### config.mk
export PLATFORM = sky130hd
export DESIGN_NAME = signal_level
export DESIGN_NICKNAME = d
export VERILOG_FILES = /design/src/level_pkg.sv /design/src/signal_level.sv
export SDC_FILE = /design/constraint.sdc
export NUM_CORES = 1
export LEC_CHECK = 0
export ABC_AREA = 1
export BUFFER_PORTS_ARGS = -buffer_cell sky130_fd_sc_hd__clkbuf_2
export CAP_MARGIN = 20
export CORE_MARGIN = 10
export CORE_UTILIZATION = 50
export CTS_CLUSTER_DIAMETER = 200
export DETAILED_ROUTE_END_ITERATION = 6
export MAX_ROUTING_LAYER = met4
export PLACE_DENSITY = 0.69
export SLEW_MARGIN = 20
export SYNTH_ARGS = -nofsm -noshare
export SYNTH_HDL_FRONTEND = slang
export SYNTH_SLANG_ARGS = --single-unit
### constraint.sdc
create_clock -name i_clock -period 10.4 [get_ports i_clock]
set_clock_uncertainty 0.05 [all_clocks]
set_input_delay 0.52 -clock i_clock [delete_from_list [all_inputs] [get_ports i_clock]]
set_output_delay 0.52 -clock i_clock [all_outputs]
set_load 0.01 [all_outputs]
### src/level_pkg.sv
// constants, register map and packed carriers for the signal-level block
// assumes a 50 MHz system clock and a modem that strobes one pulse per bit
//
// Summary of operation
// - level measured after channel filter only
// - latched level captured once per packet
// - latch on preamble, sync or bit count
// - current level per bit or four-bit average
// - averaging postpones latch to seven bits
// - latched value cleared on receive entry
// - cleared but unlatched value reads zero
// - dBm equals half value minus offset minus 70
// - fast response registers return latched level
// - status query answers after 33 us
// - level above threshold flags the host
// - latched and live threshold routable to GPIO
// - rising and falling jumps enabled separately
// - jump is difference across span reaching threshold
// - optional receive restart on jump
// - jump reported by flag or GPIO
// - half decibel per count
package level_pkg;
    // =========================================================
    // register byte offsets
    localparam logic [7:0] OFS_CTRL     = 8'h00;
    localparam logic [7:0] OFS_LATCH    = 8'h04;
    localparam logic [7:0] OFS_THRESH   = 8'h08;
    localparam logic [7:0] OFS_JUMP     = 8'h0c;
    localparam logic [7:0] OFS_COMP     = 8'h10;
    localparam logic [7:0] OFS_FRR_CFG  = 8'h14;
    localparam logic [7:0] OFS_FRR0     = 8'h18;
    localparam logic [7:0] OFS_STATUS   = 8'h28;
    localparam logic [7:0] OFS_FLAGS    = 8'h2c;
    localparam logic [7:0] OFS_GPIO_SEL = 8'h30;
    localparam logic [7:0] OFS_DBM      = 8'h34;
    // =========================================================
    // reset values and limits
    localparam logic [7:0] COMP_RESET   = 8'h40;
    localparam logic [7:0] LATCH_RESET  = 8'h04;
    localparam logic [7:0] MIN_BITS     = 8'h04;
    localparam logic [7:0] MIN_BITS_AVG = 8'h07;
    localparam logic [7:0] DBM_FLOOR    = 8'h46;
    localparam int         AVG_SHIFT    = 2;
    // =========================================================
    // timing
    localparam int CLK_MHZ    = 50;
    localparam int CTS_NS     = 33000;
    localparam int CTS_CYCLES = (CTS_NS * CLK_MHZ + 999) / 1000;
    // =========================================================
    // field layout of the control word
    typedef enum logic [1:0] {
        LATCH_OFF      = 2'b00,
        LATCH_PREAMBLE = 2'b01,
        LATCH_SYNC     = 2'b10,
        LATCH_BITS     = 2'b11
    } latch_mode_t;

    typedef struct packed {
        logic        restart_en;
        logic        jump_dn_en;
        logic        jump_up_en;
        logic        avg4;
        latch_mode_t mode;
    } ctrl_t;
    localparam int CTRL_W = 6;

    // modem-side strobes, all in the system clock domain
    typedef struct packed {
        logic       rx_enter;
        logic       bit_tick;
        logic       preamble;
        logic       sync;
        logic [7:0] level;
    } modem_t;

    // source selects for fast response registers and gpio
    localparam logic [1:0] SEL_A = 2'b01;
    localparam logic [1:0] SEL_B = 2'b10;
    localparam logic [1:0] SEL_C = 2'b11;

    // =========================================================
    // shared arithmetic and field decode
    // saturating subtract
    function automatic logic [7:0] sat_sub(input logic [9:0] a, input logic [9:0] b);
        logic [9:0] d;
        d = a - b;
        sat_sub = (a < b) ? 8'h00 : ((d > 10'h0ff) ? 8'hff : d[7:0]);
    endfunction : sat_sub

    function automatic logic [1:0] field2(input logic [7:0] w, input logic [1:0] idx);
        field2 = w[{idx, 1'b0} +: 2];
    endfunction : field2
endpackage : level_pkg

### src/signal_level.sv
// signal-level measurement, packet latch, threshold and jump detection
// assumes an ahb-lite master on i_clock and modem strobes on the same clock
//
// Implementation choices: the address map and register access over AHB-Lite.
`timescale 1ns/1ns
module signal_level
    import level_pkg::*;
#(
    parameter int HIST_DEPTH = 16
)
(
    // clock and reset
    input  wire logic         i_clock,
    input  wire logic         i_rst,
    // ahb-lite slave
    input  wire logic         i_hsel,
    input  wire logic [7:0]   i_haddr,
    input  wire logic [1:0]   i_htrans,
    input  wire logic         i_hwrite,
    input  wire logic [2:0]   i_hsize,
    input  wire logic         i_hready,
    input  wire logic [31:0]  i_hwdata,
    output logic [31:0]       o_hrdata,
    output logic              o_hreadyout,
    output logic              o_hresp,
    // modem side
    input  wire modem_t       i_modem,
    // status toward the receive machine and pins
    output logic              o_rx_restart,
    output logic [3:0]        o_gpio,
    output logic [7:0]        o_current,
    output logic [7:0]        o_latched
);
    if (HIST_DEPTH < 2 || HIST_DEPTH > 16)
        $error("HIST_DEPTH must be 2..16");
    // =========================================================
    // software-visible state
    ctrl_t       ctrl_ff;
    logic [7:0]  latch_bits_ff;
    logic [7:0]  thresh_ff;
    logic [7:0]  jump_thr_ff;
    logic [3:0]  jump_span_ff;
    logic [7:0]  comp_ff;
    logic [7:0]  frr_cfg_ff;
    logic [7:0]  gpio_sel_ff;
    logic        flag_thr_ff;
    logic        flag_jump_ff;
    logic        cts_ff;
    logic [10:0] cts_cnt_ff;
    logic [7:0]  snap_cur_ff;
    logic [7:0]  snap_lat_ff;

    // =========================================================
    // ahb-lite slave: one wait state, registered read data
    logic        pend_ff;
    logic        pend_wr_ff;
    logic [7:0]  pend_addr_ff;
    logic        hready_ff;
    logic [31:0] hrdata_ff;
    wire         addr_phase = i_hsel && i_hready && i_htrans[1];
    wire         do_write   = pend_ff && pend_wr_ff;
    wire         do_read    = pend_ff && !pend_wr_ff;
    wire         wr_ctrl    = do_write && pend_addr_ff == OFS_CTRL;
    wire         wr_latch   = do_write && pend_addr_ff == OFS_LATCH;
    wire         wr_thresh  = do_write && pend_addr_ff == OFS_THRESH;
    wire         wr_jump    = do_write && pend_addr_ff == OFS_JUMP;
    wire         wr_comp    = do_write && pend_addr_ff == OFS_COMP;
    wire         wr_frr     = do_write && pend_addr_ff == OFS_FRR_CFG;
    wire         wr_status  = do_write && pend_addr_ff == OFS_STATUS;
    wire         wr_flags   = do_write && pend_addr_ff == OFS_FLAGS;
    wire         wr_gpio    = do_write && pend_addr_ff == OFS_GPIO_SEL;
    always_ff @(posedge i_clock)
    begin
        if (i_rst)
        begin
            pend_ff      <= 1'b0;
            pend_wr_ff   <= 1'b0;
            pend_addr_ff <= 8'h00;
            hready_ff    <= 1'b1;
        end
        else
        begin
            pend_ff      <= addr_phase;
            pend_wr_ff   <= i_hwrite;
            pend_addr_ff <= addr_phase ? {i_haddr[7:2], 2'b00} : pend_addr_ff;
            hready_ff    <= !addr_phase;
        end
    end

    // =========================================================
    // current level, per bit or averaged over four bits
    logic [7:0]  cur_ff;
    logic [9:0]  acc_ff;
    logic [1:0]  phase_ff;
    logic        upd_ff;
    wire  [9:0]  acc_sum   = acc_ff + {2'b00, i_modem.level};
    wire         avg_done  = i_modem.bit_tick && phase_ff == 2'b11;
    wire         cur_upd   = i_modem.bit_tick && (!ctrl_ff.avg4 || avg_done);
    wire  [7:0]  nxt_cur   = ctrl_ff.avg4 ? acc_sum[AVG_SHIFT +: 8] : i_modem.level;
    always_ff @(posedge i_clock)
    begin
        if (i_rst || i_modem.rx_enter)
        begin
            cur_ff   <= 8'h00;
            acc_ff   <= 10'h000;
            phase_ff <= 2'b00;
            upd_ff   <= 1'b0;
        end
        else
        begin
            // level comes from the filtered in-band power
            cur_ff   <= cur_upd ? nxt_cur : cur_ff;
            acc_ff   <= i_modem.bit_tick ? (avg_done ? 10'h000 : acc_sum) : acc_ff;
            phase_ff <= i_modem.bit_tick ? phase_ff + 2'b01 : phase_ff;
            upd_ff   <= cur_upd;
        end
    end

    // =========================================================
    // packet latch
    logic [7:0]  bitcnt_ff;
    logic [7:0]  lat_ff;
    logic        seen_ff;
    logic        done_ff;
    wire  [7:0]  min_bits  = ctrl_ff.avg4 ? MIN_BITS_AVG : MIN_BITS;
    wire  [7:0]  want_bits = (ctrl_ff.mode == LATCH_BITS && latch_bits_ff > min_bits) ? latch_bits_ff : min_bits;
    wire         ev_now    = (ctrl_ff.mode == LATCH_PREAMBLE && i_modem.preamble)
                          || (ctrl_ff.mode == LATCH_SYNC && i_modem.sync)
                          || ctrl_ff.mode == LATCH_BITS;
    // never before the minimum bit count
    wire         do_latch  = !done_ff && (seen_ff || ev_now) && bitcnt_ff >= want_bits;
    always_ff @(posedge i_clock)
    begin
        if (i_rst || i_modem.rx_enter)
        begin
            bitcnt_ff <= 8'h00;
            lat_ff    <= 8'h00;
            seen_ff   <= 1'b0;
            done_ff   <= 1'b0;
        end
        else
        begin
            bitcnt_ff <= (i_modem.bit_tick && bitcnt_ff != 8'hff) ? bitcnt_ff + 8'h01 : bitcnt_ff;
            seen_ff   <= seen_ff || (ev_now && ctrl_ff.mode != LATCH_OFF);
            lat_ff    <= do_latch ? cur_ff : lat_ff;
            done_ff   <= done_ff || do_latch;
        end
    end

    // =========================================================
    // threshold and jump detection
    logic [7:0]  hist_ff [HIST_DEPTH];
    logic [4:0]  fill_ff;
    logic        above_ff;
    wire  [7:0]  old_lvl   = hist_ff[jump_span_ff];
    wire  [7:0]  rise      = sat_sub({2'b00, cur_ff}, {2'b00, old_lvl});
    wire  [7:0]  fall      = sat_sub({2'b00, old_lvl}, {2'b00, cur_ff});
    wire         span_ok   = fill_ff > {1'b0, jump_span_ff};
    // each polarity on its own enable
    wire         jump_hit  = upd_ff && span_ok && jump_thr_ff != 8'h00
                          && ((ctrl_ff.jump_up_en && rise >= jump_thr_ff)
                          ||  (ctrl_ff.jump_dn_en && fall >= jump_thr_ff));
    wire         above     = cur_ff > thresh_ff;
    wire         thr_set   = upd_ff && above;
    always_ff @(posedge i_clock)
    begin
        if (i_rst || i_modem.rx_enter)
            fill_ff <= 5'h00;
        else if (upd_ff && fill_ff != 5'h1f)
            fill_ff <= fill_ff + 5'h01;
    end
    always_ff @(posedge i_clock)
    begin
        if (upd_ff)
        begin
            hist_ff[0] <= cur_ff;
            for (int i = 1; i < HIST_DEPTH; i++)
                hist_ff[i] <= hist_ff[i - 1];
        end
    end

    // =========================================================
    // flags, restart and pins
    logic        restart_ff;
    logic [3:0]  gpio_ff;
    logic [3:0]  nxt_gpio;
    always_comb
    begin
        nxt_gpio = 4'h0;
        for (int g = 0; g < 4; g++)
        begin
            // live and latched threshold on any pin
            case (field2(gpio_sel_ff, 2'(g)))
                SEL_A:   nxt_gpio[g] = above;
                SEL_B:   nxt_gpio[g] = flag_thr_ff;
                SEL_C:   nxt_gpio[g] = flag_jump_ff;
                default: nxt_gpio[g] = 1'b0;
            endcase
        end
    end
    always_ff @(posedge i_clock)
    begin
        if (i_rst)
        begin
            flag_thr_ff  <= 1'b0;
            flag_jump_ff <= 1'b0;
            above_ff     <= 1'b0;
            restart_ff   <= 1'b0;
            gpio_ff      <= 4'h0;
        end
        else
        begin
            // set wins over a write-one clear
            flag_thr_ff  <= thr_set || (flag_thr_ff && !(wr_flags && i_hwdata[0]));
            flag_jump_ff <= jump_hit || (flag_jump_ff && !(wr_flags && i_hwdata[1]));
            above_ff     <= above;
            restart_ff   <= jump_hit && ctrl_ff.restart_en;
            gpio_ff      <= nxt_gpio;
        end
    end

    // =========================================================
    // configuration registers
    always_ff @(posedge i_clock)
    begin
        if (i_rst)
        begin
            ctrl_ff       <= '0;
            latch_bits_ff <= LATCH_RESET;
            thresh_ff     <= 8'hff;
            jump_thr_ff   <= 8'h00;
            jump_span_ff  <= 4'h1;
            comp_ff       <= COMP_RESET;
            frr_cfg_ff    <= 8'h00;
            gpio_sel_ff   <= 8'h00;
        end
        else
        begin
            ctrl_ff       <= wr_ctrl ? ctrl_t'(i_hwdata[CTRL_W-1:0]) : ctrl_ff;
            latch_bits_ff <= wr_latch ? i_hwdata[7:0] : latch_bits_ff;
            thresh_ff     <= wr_thresh ? i_hwdata[7:0] : thresh_ff;
            jump_thr_ff   <= wr_jump ? i_hwdata[7:0] : jump_thr_ff;
            jump_span_ff  <= (wr_jump && {1'b0, i_hwdata[11:8]} < 5'(HIST_DEPTH)) ? i_hwdata[11:8] : jump_span_ff;
            comp_ff       <= wr_comp ? i_hwdata[7:0] : comp_ff;
            frr_cfg_ff    <= wr_frr ? i_hwdata[7:0] : frr_cfg_ff;
            gpio_sel_ff   <= wr_gpio ? i_hwdata[7:0] : gpio_sel_ff;
        end
    end

    // =========================================================
    // status query: snapshot now, clear-to-send after the delay
    always_ff @(posedge i_clock)
    begin
        if (i_rst)
        begin
            cts_ff      <= 1'b1;
            cts_cnt_ff  <= 11'h000;
            snap_cur_ff <= 8'h00;
            snap_lat_ff <= 8'h00;
        end
        else if (wr_status)
        begin
            cts_ff      <= 1'b0;
            cts_cnt_ff  <= 11'(CTS_CYCLES - 1);
            snap_cur_ff <= cur_ff;
            snap_lat_ff <= lat_ff;
        end
        else
        begin
            cts_ff      <= cts_ff || cts_cnt_ff == 11'h000;
            cts_cnt_ff  <= (cts_cnt_ff != 11'h000) ? cts_cnt_ff - 11'h001 : cts_cnt_ff;
        end
    end

    // =========================================================
    // read mux
    // dBm = value/2 - offset - 70, floored at zero magnitude
    wire  [7:0]  dbm_mag  = sat_sub({2'b00, comp_ff} + {2'b00, DBM_FLOOR}, {3'b000, cur_ff[7:1]});
    wire  [1:0]  frr_idx  = pend_addr_ff[3:2] - OFS_FRR0[3:2];
    wire  [1:0]  frr_src  = field2(frr_cfg_ff, frr_idx);
    wire         is_frr   = pend_addr_ff >= OFS_FRR0 && pend_addr_ff < OFS_STATUS;
    wire  [7:0]  frr_val  = (frr_src == SEL_A) ? cur_ff
                          : (frr_src == SEL_B) ? lat_ff
                          : (frr_src == SEL_C) ? {6'h00, flag_jump_ff, flag_thr_ff} : 8'h00;
    logic [31:0] rd_val;
    always_comb
    begin
        case (pend_addr_ff)
            OFS_CTRL:     rd_val = {26'h0, ctrl_ff};
            OFS_LATCH:    rd_val = {24'h0, latch_bits_ff};
            OFS_THRESH:   rd_val = {24'h0, thresh_ff};
            OFS_JUMP:     rd_val = {20'h0, jump_span_ff, jump_thr_ff};
            OFS_COMP:     rd_val = {24'h0, comp_ff};
            OFS_FRR_CFG:  rd_val = {24'h0, frr_cfg_ff};
            OFS_STATUS:   rd_val = cts_ff ? {8'h0, snap_lat_ff, snap_cur_ff, 7'h0, cts_ff} : 32'h0;
            OFS_FLAGS:    rd_val = {29'h0, above_ff, flag_jump_ff, flag_thr_ff};
            OFS_GPIO_SEL: rd_val = {24'h0, gpio_sel_ff};
            OFS_DBM:      rd_val = {24'h0, dbm_mag};
            default:      rd_val = is_frr ? {24'h0, frr_val} : 32'h0;
        endcase
    end

    always_ff @(posedge i_clock)
    begin
        if (i_rst)
            hrdata_ff <= 32'h0;
        else if (do_read)
            hrdata_ff <= rd_val;
    end
    assign o_hrdata     = hrdata_ff;
    assign o_hreadyout  = hready_ff;
    assign o_hresp      = 1'b0;
    assign o_rx_restart = restart_ff;
    assign o_gpio       = gpio_ff;
    assign o_current    = cur_ff;
    assign o_latched    = lat_ff;

    // =========================================================
    // checks
    // cycles waited since the query
    logic [10:0] cts_age_ff;
    always_ff @(posedge i_clock)
        cts_age_ff <= (i_rst || wr_status) ? 11'h000 : cts_age_ff + {10'h000, !cts_ff && cts_age_ff != 11'h7ff};
    a_latch_clear: assert property (@(posedge i_clock) disable iff (i_rst)
        i_modem.rx_enter |=> lat_ff == 8'h00 && !done_ff) else $error("latched level not cleared on receive entry");
    a_latch_min: assert property (@(posedge i_clock) disable iff (i_rst)
        do_latch |-> bitcnt_ff >= (ctrl_ff.avg4 ? MIN_BITS_AVG : MIN_BITS)) else $error("latch too early");
    a_latch_once: assert property (@(posedge i_clock) disable iff (i_rst || i_modem.rx_enter)
        done_ff |=> lat_ff == $past(lat_ff)) else $error("latched level changed twice in a packet");
    a_avg_cadence: assert property (@(posedge i_clock) disable iff (i_rst)
        (cur_upd && ctrl_ff.avg4) |-> phase_ff == 2'b11) else $error("averaged level refreshed off the fourth bit");
    a_cts_delay: assert property (@(posedge i_clock) disable iff (i_rst)
        (!cts_ff || $rose(cts_ff)) |-> cts_ff == (cts_age_ff == 11'(CTS_CYCLES)) && cts_age_ff <= 11'(CTS_CYCLES))
        else $error("clear-to-send timing wrong");
    a_thr_flag: assert property (@(posedge i_clock) disable iff (i_rst)
        thr_set |=> flag_thr_ff) else $error("threshold flag missed");
    a_restart: assert property (@(posedge i_clock) disable iff (i_rst)
        (jump_hit && ctrl_ff.restart_en) |=> o_rx_restart ##1 (!o_rx_restart || $past(jump_hit && ctrl_ff.restart_en)))
        else $error("restart pulse wrong");
    a_jump_polar: assert property (@(posedge i_clock) disable iff (i_rst)
        jump_hit |-> (ctrl_ff.jump_up_en && rise >= jump_thr_ff) || (ctrl_ff.jump_dn_en && fall >= jump_thr_ff));
    a_jump_flag: assert property (@(posedge i_clock) disable iff (i_rst)
        jump_hit |=> flag_jump_ff) else $error("jump flag missed");
    c_latch_avg:  cover property (@(posedge i_clock) do_latch && ctrl_ff.avg4);
    c_jump_rst:   cover property (@(posedge i_clock) jump_hit && ctrl_ff.restart_en);
    c_status_cts: cover property (@(posedge i_clock) $rose(cts_ff) && cts_age_ff == 11'(CTS_CYCLES));
endmodule : signal_level

==> results of run 1 <==
-- cell families (layout without fill, tap and decap cells) --
logic type               after synthesis  in the layout  share of synthesized area
AND/OR/NAND/NOR                      575            575                      0.164
AO/OA/AOI/OAI                        453            453                      0.165
flip-flops                           303            303                      0.486
buffers and inverters                287            377                     0.0762
adder cells (fa/ha/maj)               82             82                     0.0698
multiplexers                          32             32                     0.0212
XOR/XNOR                              30             30                     0.0174
other                                  1              9                   0.000248
-- power breakdown --
group / switching [mW] / internal (mW) / total [mW]
clock network: 0.488 / 0.697 / 1.19
logic: 0.149 / 0.0836 / 0.233
registers: 0.0279 / 1.27 / 1.30
-- worst paths after layout --
kind                                         startpoint                      endpoint  slack (ns)  depth (start not counted)
worst min-delay path                         i_haddr[3]  pend_addr_ff[3]$_SDFFE_PP0P_        0.15                          3
worst max register to register                 register       o_rx_restart$_SDFF_PP0_        5.79                         25
worst max-delay path                           register       o_rx_restart$_SDFF_PP0_        5.79                         25
worst min register to register  hist_ff[1][0]$_DFFE_PP_       hist_ff[2][0]$_DFFE_PP_        0.39                          0
-- cell usage in the layout (no fill, tap or decap), types with 10 or more instances in the layout --
master,synthesis,layout
nand4_1,20,20
nand3_1,71,71
clkbuf_1,37,10
dfxtp_1,175,173
mux2i_1,32,32
clkbuf_16,0,36
o211ai_1,45,45
nand2_1,284,284
ha_1,78,78
xor2_1,20,20
o21ai_0,182,182
edfxtp_1,128,128
nor2_4,9,10
nor3_1,17,17
inv_1,211,210
clkbuf_2,0,81
nor2_1,147,147
xnor2_1,10,10
a21oi_1,184,184
-- critical path, delay by kind of cell, from the launching register on --
| family | cells | cell delay [ns] |
|---|---|---|
| xor+xnor | 1 | 0.14 |
| simple gates | 12 | 1.28 |
| compound gates | 5 | 1.00 |
| flops | 1 | 0.33 |
| fa+ha+maj | 2 | 0.66 |
| buf+inv | 5 | 1.04 |
-- area by class of cell --
cell class / instances / area (um^2) / share of cell area
flip-flops and latches: 303 / 7350 / 0.434
clock inverters: 14 / 121 / 0.00716
clock buffers: 50 / 993 / 0.0586
repair buffers: 90 / 493 / 0.0291
inverters: 223 / 837 / 0.0494
well taps: 390 / 488 / 0.0288
multi-input cells: 1181 / 6660 / 0.393
-- flip-flops by register name, indices dropped and copies added (netlist names), 10 cells and up, named ones only --
| register | cells |
|---|---|
| acc_ff | 10 |
| cts_cnt_ff | 11 |
| o_hrdata | 24 |
| hist_ff | 128 |
-- per-layer routing --
layer  global-route usage  up-vias  wire length [um]
li1                     -     6115                 -
met1                0.275     5681             17900
met2                0.312      356             17400
met3               0.0303       73              2270
met4               0.0562        0               881
met5                    -        -                 0
-- metrics by stage --
| stage | std cells | utilization | cell area (um^2) | hold WS (ns) |
|---|---|---|---|---|
| 3_3_place_gp | 2186 | 0.532 | 15800 | 0.372 |
| 2_1_floorplan | 1771 | - | 15100 | 0.371 |
| 5_1_grt | 2251 | 0.570 | 16900 | 0.147 |
| 4_1_cts | 2250 | 0.569 | 16900 | 0.134 |
| 3_5_place_dp | 2186 | 0.532 | 15800 | 0.377 |
| 6_report | 2251 | 0.570 | 16900 | 0.145 |
==> key figures, run 1 <==
Route
  – Routed Antenna Nets: 0
  – Vias/cell: 5.43
  – Drt wl/cell: 17.1 um
  – DR DRC count: 0
  – Via count: 12225
  – Detailed Routing Iterations Pass 1: 5
  – Drt total wl: 38.5 mm
  – DRT iter0 DRCs: 878

Placed design
  – Port Buffer Count: 81
  – Setup WS pre-CTS: 5.75 ns
  – Placer Congestion: 0.927
  – Post-DP HPWL: 27.5 mm

STA
  – Final setup viols: 0
  – Final WS setup: 5.79 ns
  – Worst-margin pin slew: 0.888 ns
  – RSZ-0062 raised after global routing: no
  – Final Max Slew Viols: 0
  – FMAX: 217 MHz
  – Final hold vios: 0
  – Worst slew margin: 0.408
  – Min Tclk post-route: 4.61 ns
  – Setup_tns: 0 ns
  – Final Cycle Share: 0.444

Worst setup path
  – CP Launch Type: register
  – CP endpoint kind: register
  – Worst path required time: 10.78 ns
  – Cell mode on critical path: nand2_1
  – Critical Path AT: 4.99 ns
  – Crit-path max FO: 33
  – Crit path kind: register to register
  – CP max stage delay: 0.38 ns
  – Slowest CP cell: buf_4

CTS
  – CTS Buffer Depth: 3
  – Reg clk slew, reported paths: 0.06 ns
  – H-tree Lvls: 2
  – CTS Buf Count: 35
  – Post-CTS Setup Inserts: 0
  – CTS tree: done
  – Clk root buf: clkbuf_16
  – Hold_buf cts: 0
  – Cts repair resizes: 0
  – Latest clock arrival within the worst-skew pair: 0.52 ns
  – Sink Count: 303

Synthesis
  – Post-synth EDFFs: 128
  – Count of cell types in the netlist: 48
  – Post-synthesis cell count: 1763
  – Count leader, synth: nand2_1
  – Area leader, netlist: edfxtp_1
  – #FFs+latches synth: 303
  – Synth Cell Area: 15100 um^2
  – Ys async rst share: 0
  – Synth top area share: 0.254
  – Area contributors post-synth: edfxtp_1, dfxtp_1, nand2_1
  – Post-synth top cells: nand2_1, inv_1, a21oi_1
  – Sequential area share after synthesis: 0.486
  – Syn. warnings: 0
  – Mapped Avg Cell Area: 8.58 um^2
  – Main flop type after synthesis: dfxtp_1

Floorplanning
  – Die area: 37600 um^2
  – Initial Utilization: 0.509
  – Placeable Area: 29700 um^2
  – Chip Height: 194 um
  – Chip Width: 194 um
  – # IOs: 117
  – Rows: 63

Job
  – Max_cap viols: 0

GRT
  – First-pass GRT wire length: 62.0 mm
  – Vias in the first global route: 11816
  – GRT overflow: 0
  – GRT Overall Usage: 0.203
  – Initial antenna violation count: 0
  – Largest net degree at the start of global routing: 97

Cells and area
  – Layout Area Growth over Synthesis: 12.1%
  – Final #Nets: 1978
  – ANT cells: 0
  – Layout fillers: 2668
  – Layout cells sized above 1: 0.101

Power
  – Cell Pwr Density: 160 nW/um^2
  – Static Leakage: 7.20 nW
  – Worst VDD drop: 118 uV
  – Power Total: 2.72 mW

Worst hold path
  – Worst hold path class: primary input to register

Status
  – Status: finished clean
Power figures use the tool's default switching activity.
==> run 2, diff against run 1 <==
--- a/config.mk
+++ b/config.mk
@@ -13,7 +13,7 @@
 export CTS_CLUSTER_DIAMETER = 200
 export DETAILED_ROUTE_END_ITERATION = 6
 export MAX_ROUTING_LAYER = met4
-export PLACE_DENSITY = 0.69
+export PLACE_DENSITY = 0.72
 export SLEW_MARGIN = 20
 export SYNTH_ARGS = -nofsm -noshare
 export SYNTH_HDL_FRONTEND = slang
==> constraint.sdc (replaced) <==
create_clock -name i_clock -period 3.8 [get_ports i_clock]
set_clock_uncertainty 0.05 [all_clocks]
set_input_delay 0.19 -clock i_clock [delete_from_list [all_inputs] [get_ports i_clock]]
set_output_delay 0.19 -clock i_clock [all_outputs]
set_load 0.01 [all_outputs]
==> run 2 against run 1 <==
Fmax up 22%. Critical path type unchanged. Worst setup slack got worse by 5.8 ns. Core utilization rose by 4.1 points. Critical endpoint is now flag_jump_ff$_SDFF_PP0_. Largest power group unchanged. Design area is 7.2% higher. Hold slack worse by 0.13 ns. Cell count is 3.3% higher. Combinational power increased to 3.2 times the previous value. Register-to-register slack got worse by 5.8 ns. Largest cell class unchanged. Global-route usage grew 0.50 points.
==> key figures, run 2 (synthesis results as in run 1) <==
Cells and area
  – Non-filler cells, final: 2326 (+3.3%)
  – Final #Nets: 2053 (+3.8%)
  – Top reg by flops: hist_ff
  – Layout cells sized above 1: 0.159 (+0.0581)
  – Layout Area Growth over Synthesis: 20.2%
  – Commonest non-fill, non-tap cell in the layout: nand2_1
  – Max reg flops: 128 (unchanged)
  – Commonest cells after routing, fill and taps aside: nand2_1, inv_1, a21oi_1, dfxtp_1, o21ai_0
  – ANT cells: 0 (unchanged)

GRT
  – GRT Overall Usage: 0.208 (+0.00498)
  – First-pass GRT wire length: 63.4 mm (+2.2%)
  – Initial antenna violation count: 0 (unchanged)
  – GRT overflow: 0 (unchanged)
  – Largest net degree at the start of global routing: 130 (+34%)
  – Vias in the first global route: 12056 (+2.0%)

Worst setup path
  – FF-to-FF path depth: 24 (-4.0%)
  – Crit path kind: register to register
  – Crit-path max FO: 8 (-76%)
  – Worst r2r dst: flag_jump_ff$_SDFF_PP0_
  – Reg2reg setup slack: 0.03 ns (-5.76 ns)
  – Worst path required time: 4.20 ns (-6.58 ns)
  – Critical Path AT: 4.17 ns (-0.82 ns)
  – CP Launch Type: register
  – CP endpoint kind: register

Route
  – DRT iter0 DRCs: 986 (+12%)
  – Drt total wl: 40.8 mm (+6.1%)
  – DR DRC count: 0 (unchanged)
  – Drt wl/cell: 17.5 um (+2.6%)
  – Vias/cell: 5.50 (+1.2%)
  – Detailed Routing Iterations Pass 1: 7 (+2)
  – Routed Antenna Nets: 0 (unchanged)
  – Via count: 12786 (+4.6%)

Placed design
  – Placer Congestion: 0.977 (+5.3%)
  – Setup WS pre-CTS: -0.0146 ns (-5.77 ns)
  – Post-DP HPWL: 28.4 mm (+3.3%)
  – Port Buffer Count: 81 (unchanged)
  – Inst Count DP: 2224 (+1.7%)

Worst hold path
  – Hold endpoint: jump_span_ff[1]$_SDFFE_PP0P_
  – Worst hold path class: primary input to register
  – Hold path cells: 3 (unchanged)
  – Hold Startpoint: i_hwdata[9]

Floorplanning
  – Chip Height: 194 um (unchanged)
  – Rows: 63 (unchanged)
  – # IOs: 117 (unchanged)
  – Chip Width: 194 um (unchanged)
  – Die area: 37600 um^2 (unchanged)
  – Placeable Area: 29700 um^2 (unchanged)
  – Initial Utilization: 0.509 (unchanged)

STA
  – Worst slew margin: 0.403 (-0.00479)
  – Final WS setup: 0.0300 ns (-5.76 ns)
  – Final Cycle Share: 0.992 (+0.548)
  – Worst-margin pin slew: 0.894 ns (+0.00620 ns)
  – FMAX: 265 MHz (+22%)
  – Min Tclk post-route: 3.77 ns (-0.844 ns)
  – Final setup viols: 0 (unchanged)
  – Final hold vios: 0 (unchanged)
  – Final hold slack: 0.0144 ns (-0.131 ns)
  – Final Max Slew Viols: 0 (unchanged)
  – RSZ-0062 raised after global routing: yes
  – Setup_tns: 0 ns (unchanged)

Power
  – Internal power: 5.91 mW (+190%)
  – Static Leakage: 7.70 nW (+6.9%)
  – Worst VDD drop: 329 uV (+180%)
  – Cell Pwr Density: 428 nW/um^2 (+170%)
  – Clock power share: 0.450 (+0.014)
  – Comb power frac: 0.095 (+0.009)
  – Power Total: 7.78 mW (+190%)
  – Sw power: 1.88 mW (+180%)
  – Flop pwr share: 0.455 (-0.023)
  – Sw frac: 0.241 (-0.00405)

CTS
  – Clk root buf: clkbuf_16
  – Reg clk slew, reported paths: 0.06 ns (about the same)
  – Latest clock arrival within the worst-skew pair: 0.52 ns (about the same)
  – Sink Count: 303 (unchanged)
  – CTS tree: done
  – H-tree Lvls: 2 (unchanged)
  – CTS Buffer Depth: 3 (unchanged)
  – CTS Buf Count: 36 (+2.9%)

Job
  – Max_cap viols: 0 (unchanged)

Status
  – Status: finished clean
## run 2: power groups by stage
stage / Combinational [mW] / Sequential [mW] / Clock, mW
after floorplan: 0.466 / 3.61 / 0
after global placement: 0.650 / 3.60 / 0
after detailed placement: 0.670 / 3.61 / 0
after CTS: 0.686 / 3.54 / 3.55
after global routing: 0.840 / 3.55 / 3.69
final: 0.741 / 3.54 / 3.50
## run 2: metal layers
| layer | wire, um | GRT usage | share of wire |
|---|---|---|---|
| met2 | 18800 | 0.318 | 0.46 |
| met5 | 0 | - | 0 |
| met1 | 18200 | 0.282 | 0.45 |
| met3 | 3050 | 0.0354 | 0.075 |
| met4 | 820 | 0.0542 | 0.020 |
## run 2: what timing repair did
item,in CTS,in global routing
resized for setup,2,107
endpoints found under the hold margin,17,0
pin swaps,0,34
cloned,0,6
hold buffers,15,0
setup buffers,0,16
setup endpoints to repair,2,6
## run 2: how the worst max path moves through the flow
| stage | end | from | cells after the start | slack (ns) |
|---|---|---|---|---|
| global placement | flag_jump_ff$_SDFF_PP0_ | register | 24 | 0.11 |
| global route | flag_jump_ff$_SDFF_PP0_ | register | 24 | -0.25 |
| finish | flag_jump_ff$_SDFF_PP0_ | register | 24 | 0.03 |
| floorplan | o_rx_restart$_SDFF_PP0_ | register | 25 | 0.27 |
| detailed placement | flag_jump_ff$_SDFF_PP0_ | register | 21 | -0.01 |
| CTS | flag_jump_ff$_SDFF_PP0_ | register | 21 | 0.008 |
## run 2: layout make-up
| class | count | area, um^2 |
|---|---|---|
| multi-input cells | 1181 | 7000 |
| well taps | 390 | 488 |
| clock inverters | 16 | 201 |
| fillers | 2526 | 11500 |
| clock buffers | 49 | 1010 |
| flip-flops and latches | 303 | 7350 |
| inverters | 223 | 843 |
| repair buffers | 164 | 1270 |
## run 2: stage by stage
| stage | cell area (um^2) | utilization |
|---|---|---|
| floorplan | 15200 | - |
| global placement | 16200 | 0.544 |
| detailed placement | 16200 | 0.544 |
| CTS | 17500 | 0.590 |
| global route | 18200 | 0.611 |
| finish | 18200 | 0.611 |
## run 2: critical path, stage by stage (launching register included)
cell	delay (ns)
dfxtp_4	0.39
buf_6	0.14
buf_12	0.12
mux2i_1	0.18
o21ai_1	0.09
o211ai_1	0.27
nand2_1	0.13
buf_4	0.15
ha_1	0.28
nand2_2	0.07
buf_4	0.14
inv_1	0.06
nand2_2	0.08
o21a_4	0.23
o21ai_0	0.14
inv_1	0.09
ha_4	0.27
a21oi_1	0.08
o31ai_2	0.22
nand2_1	0.10
nand3_2	0.08
nand2_1	0.05
nand2_1	0.08
nand2_2	0.07
a21oi_2	0.13
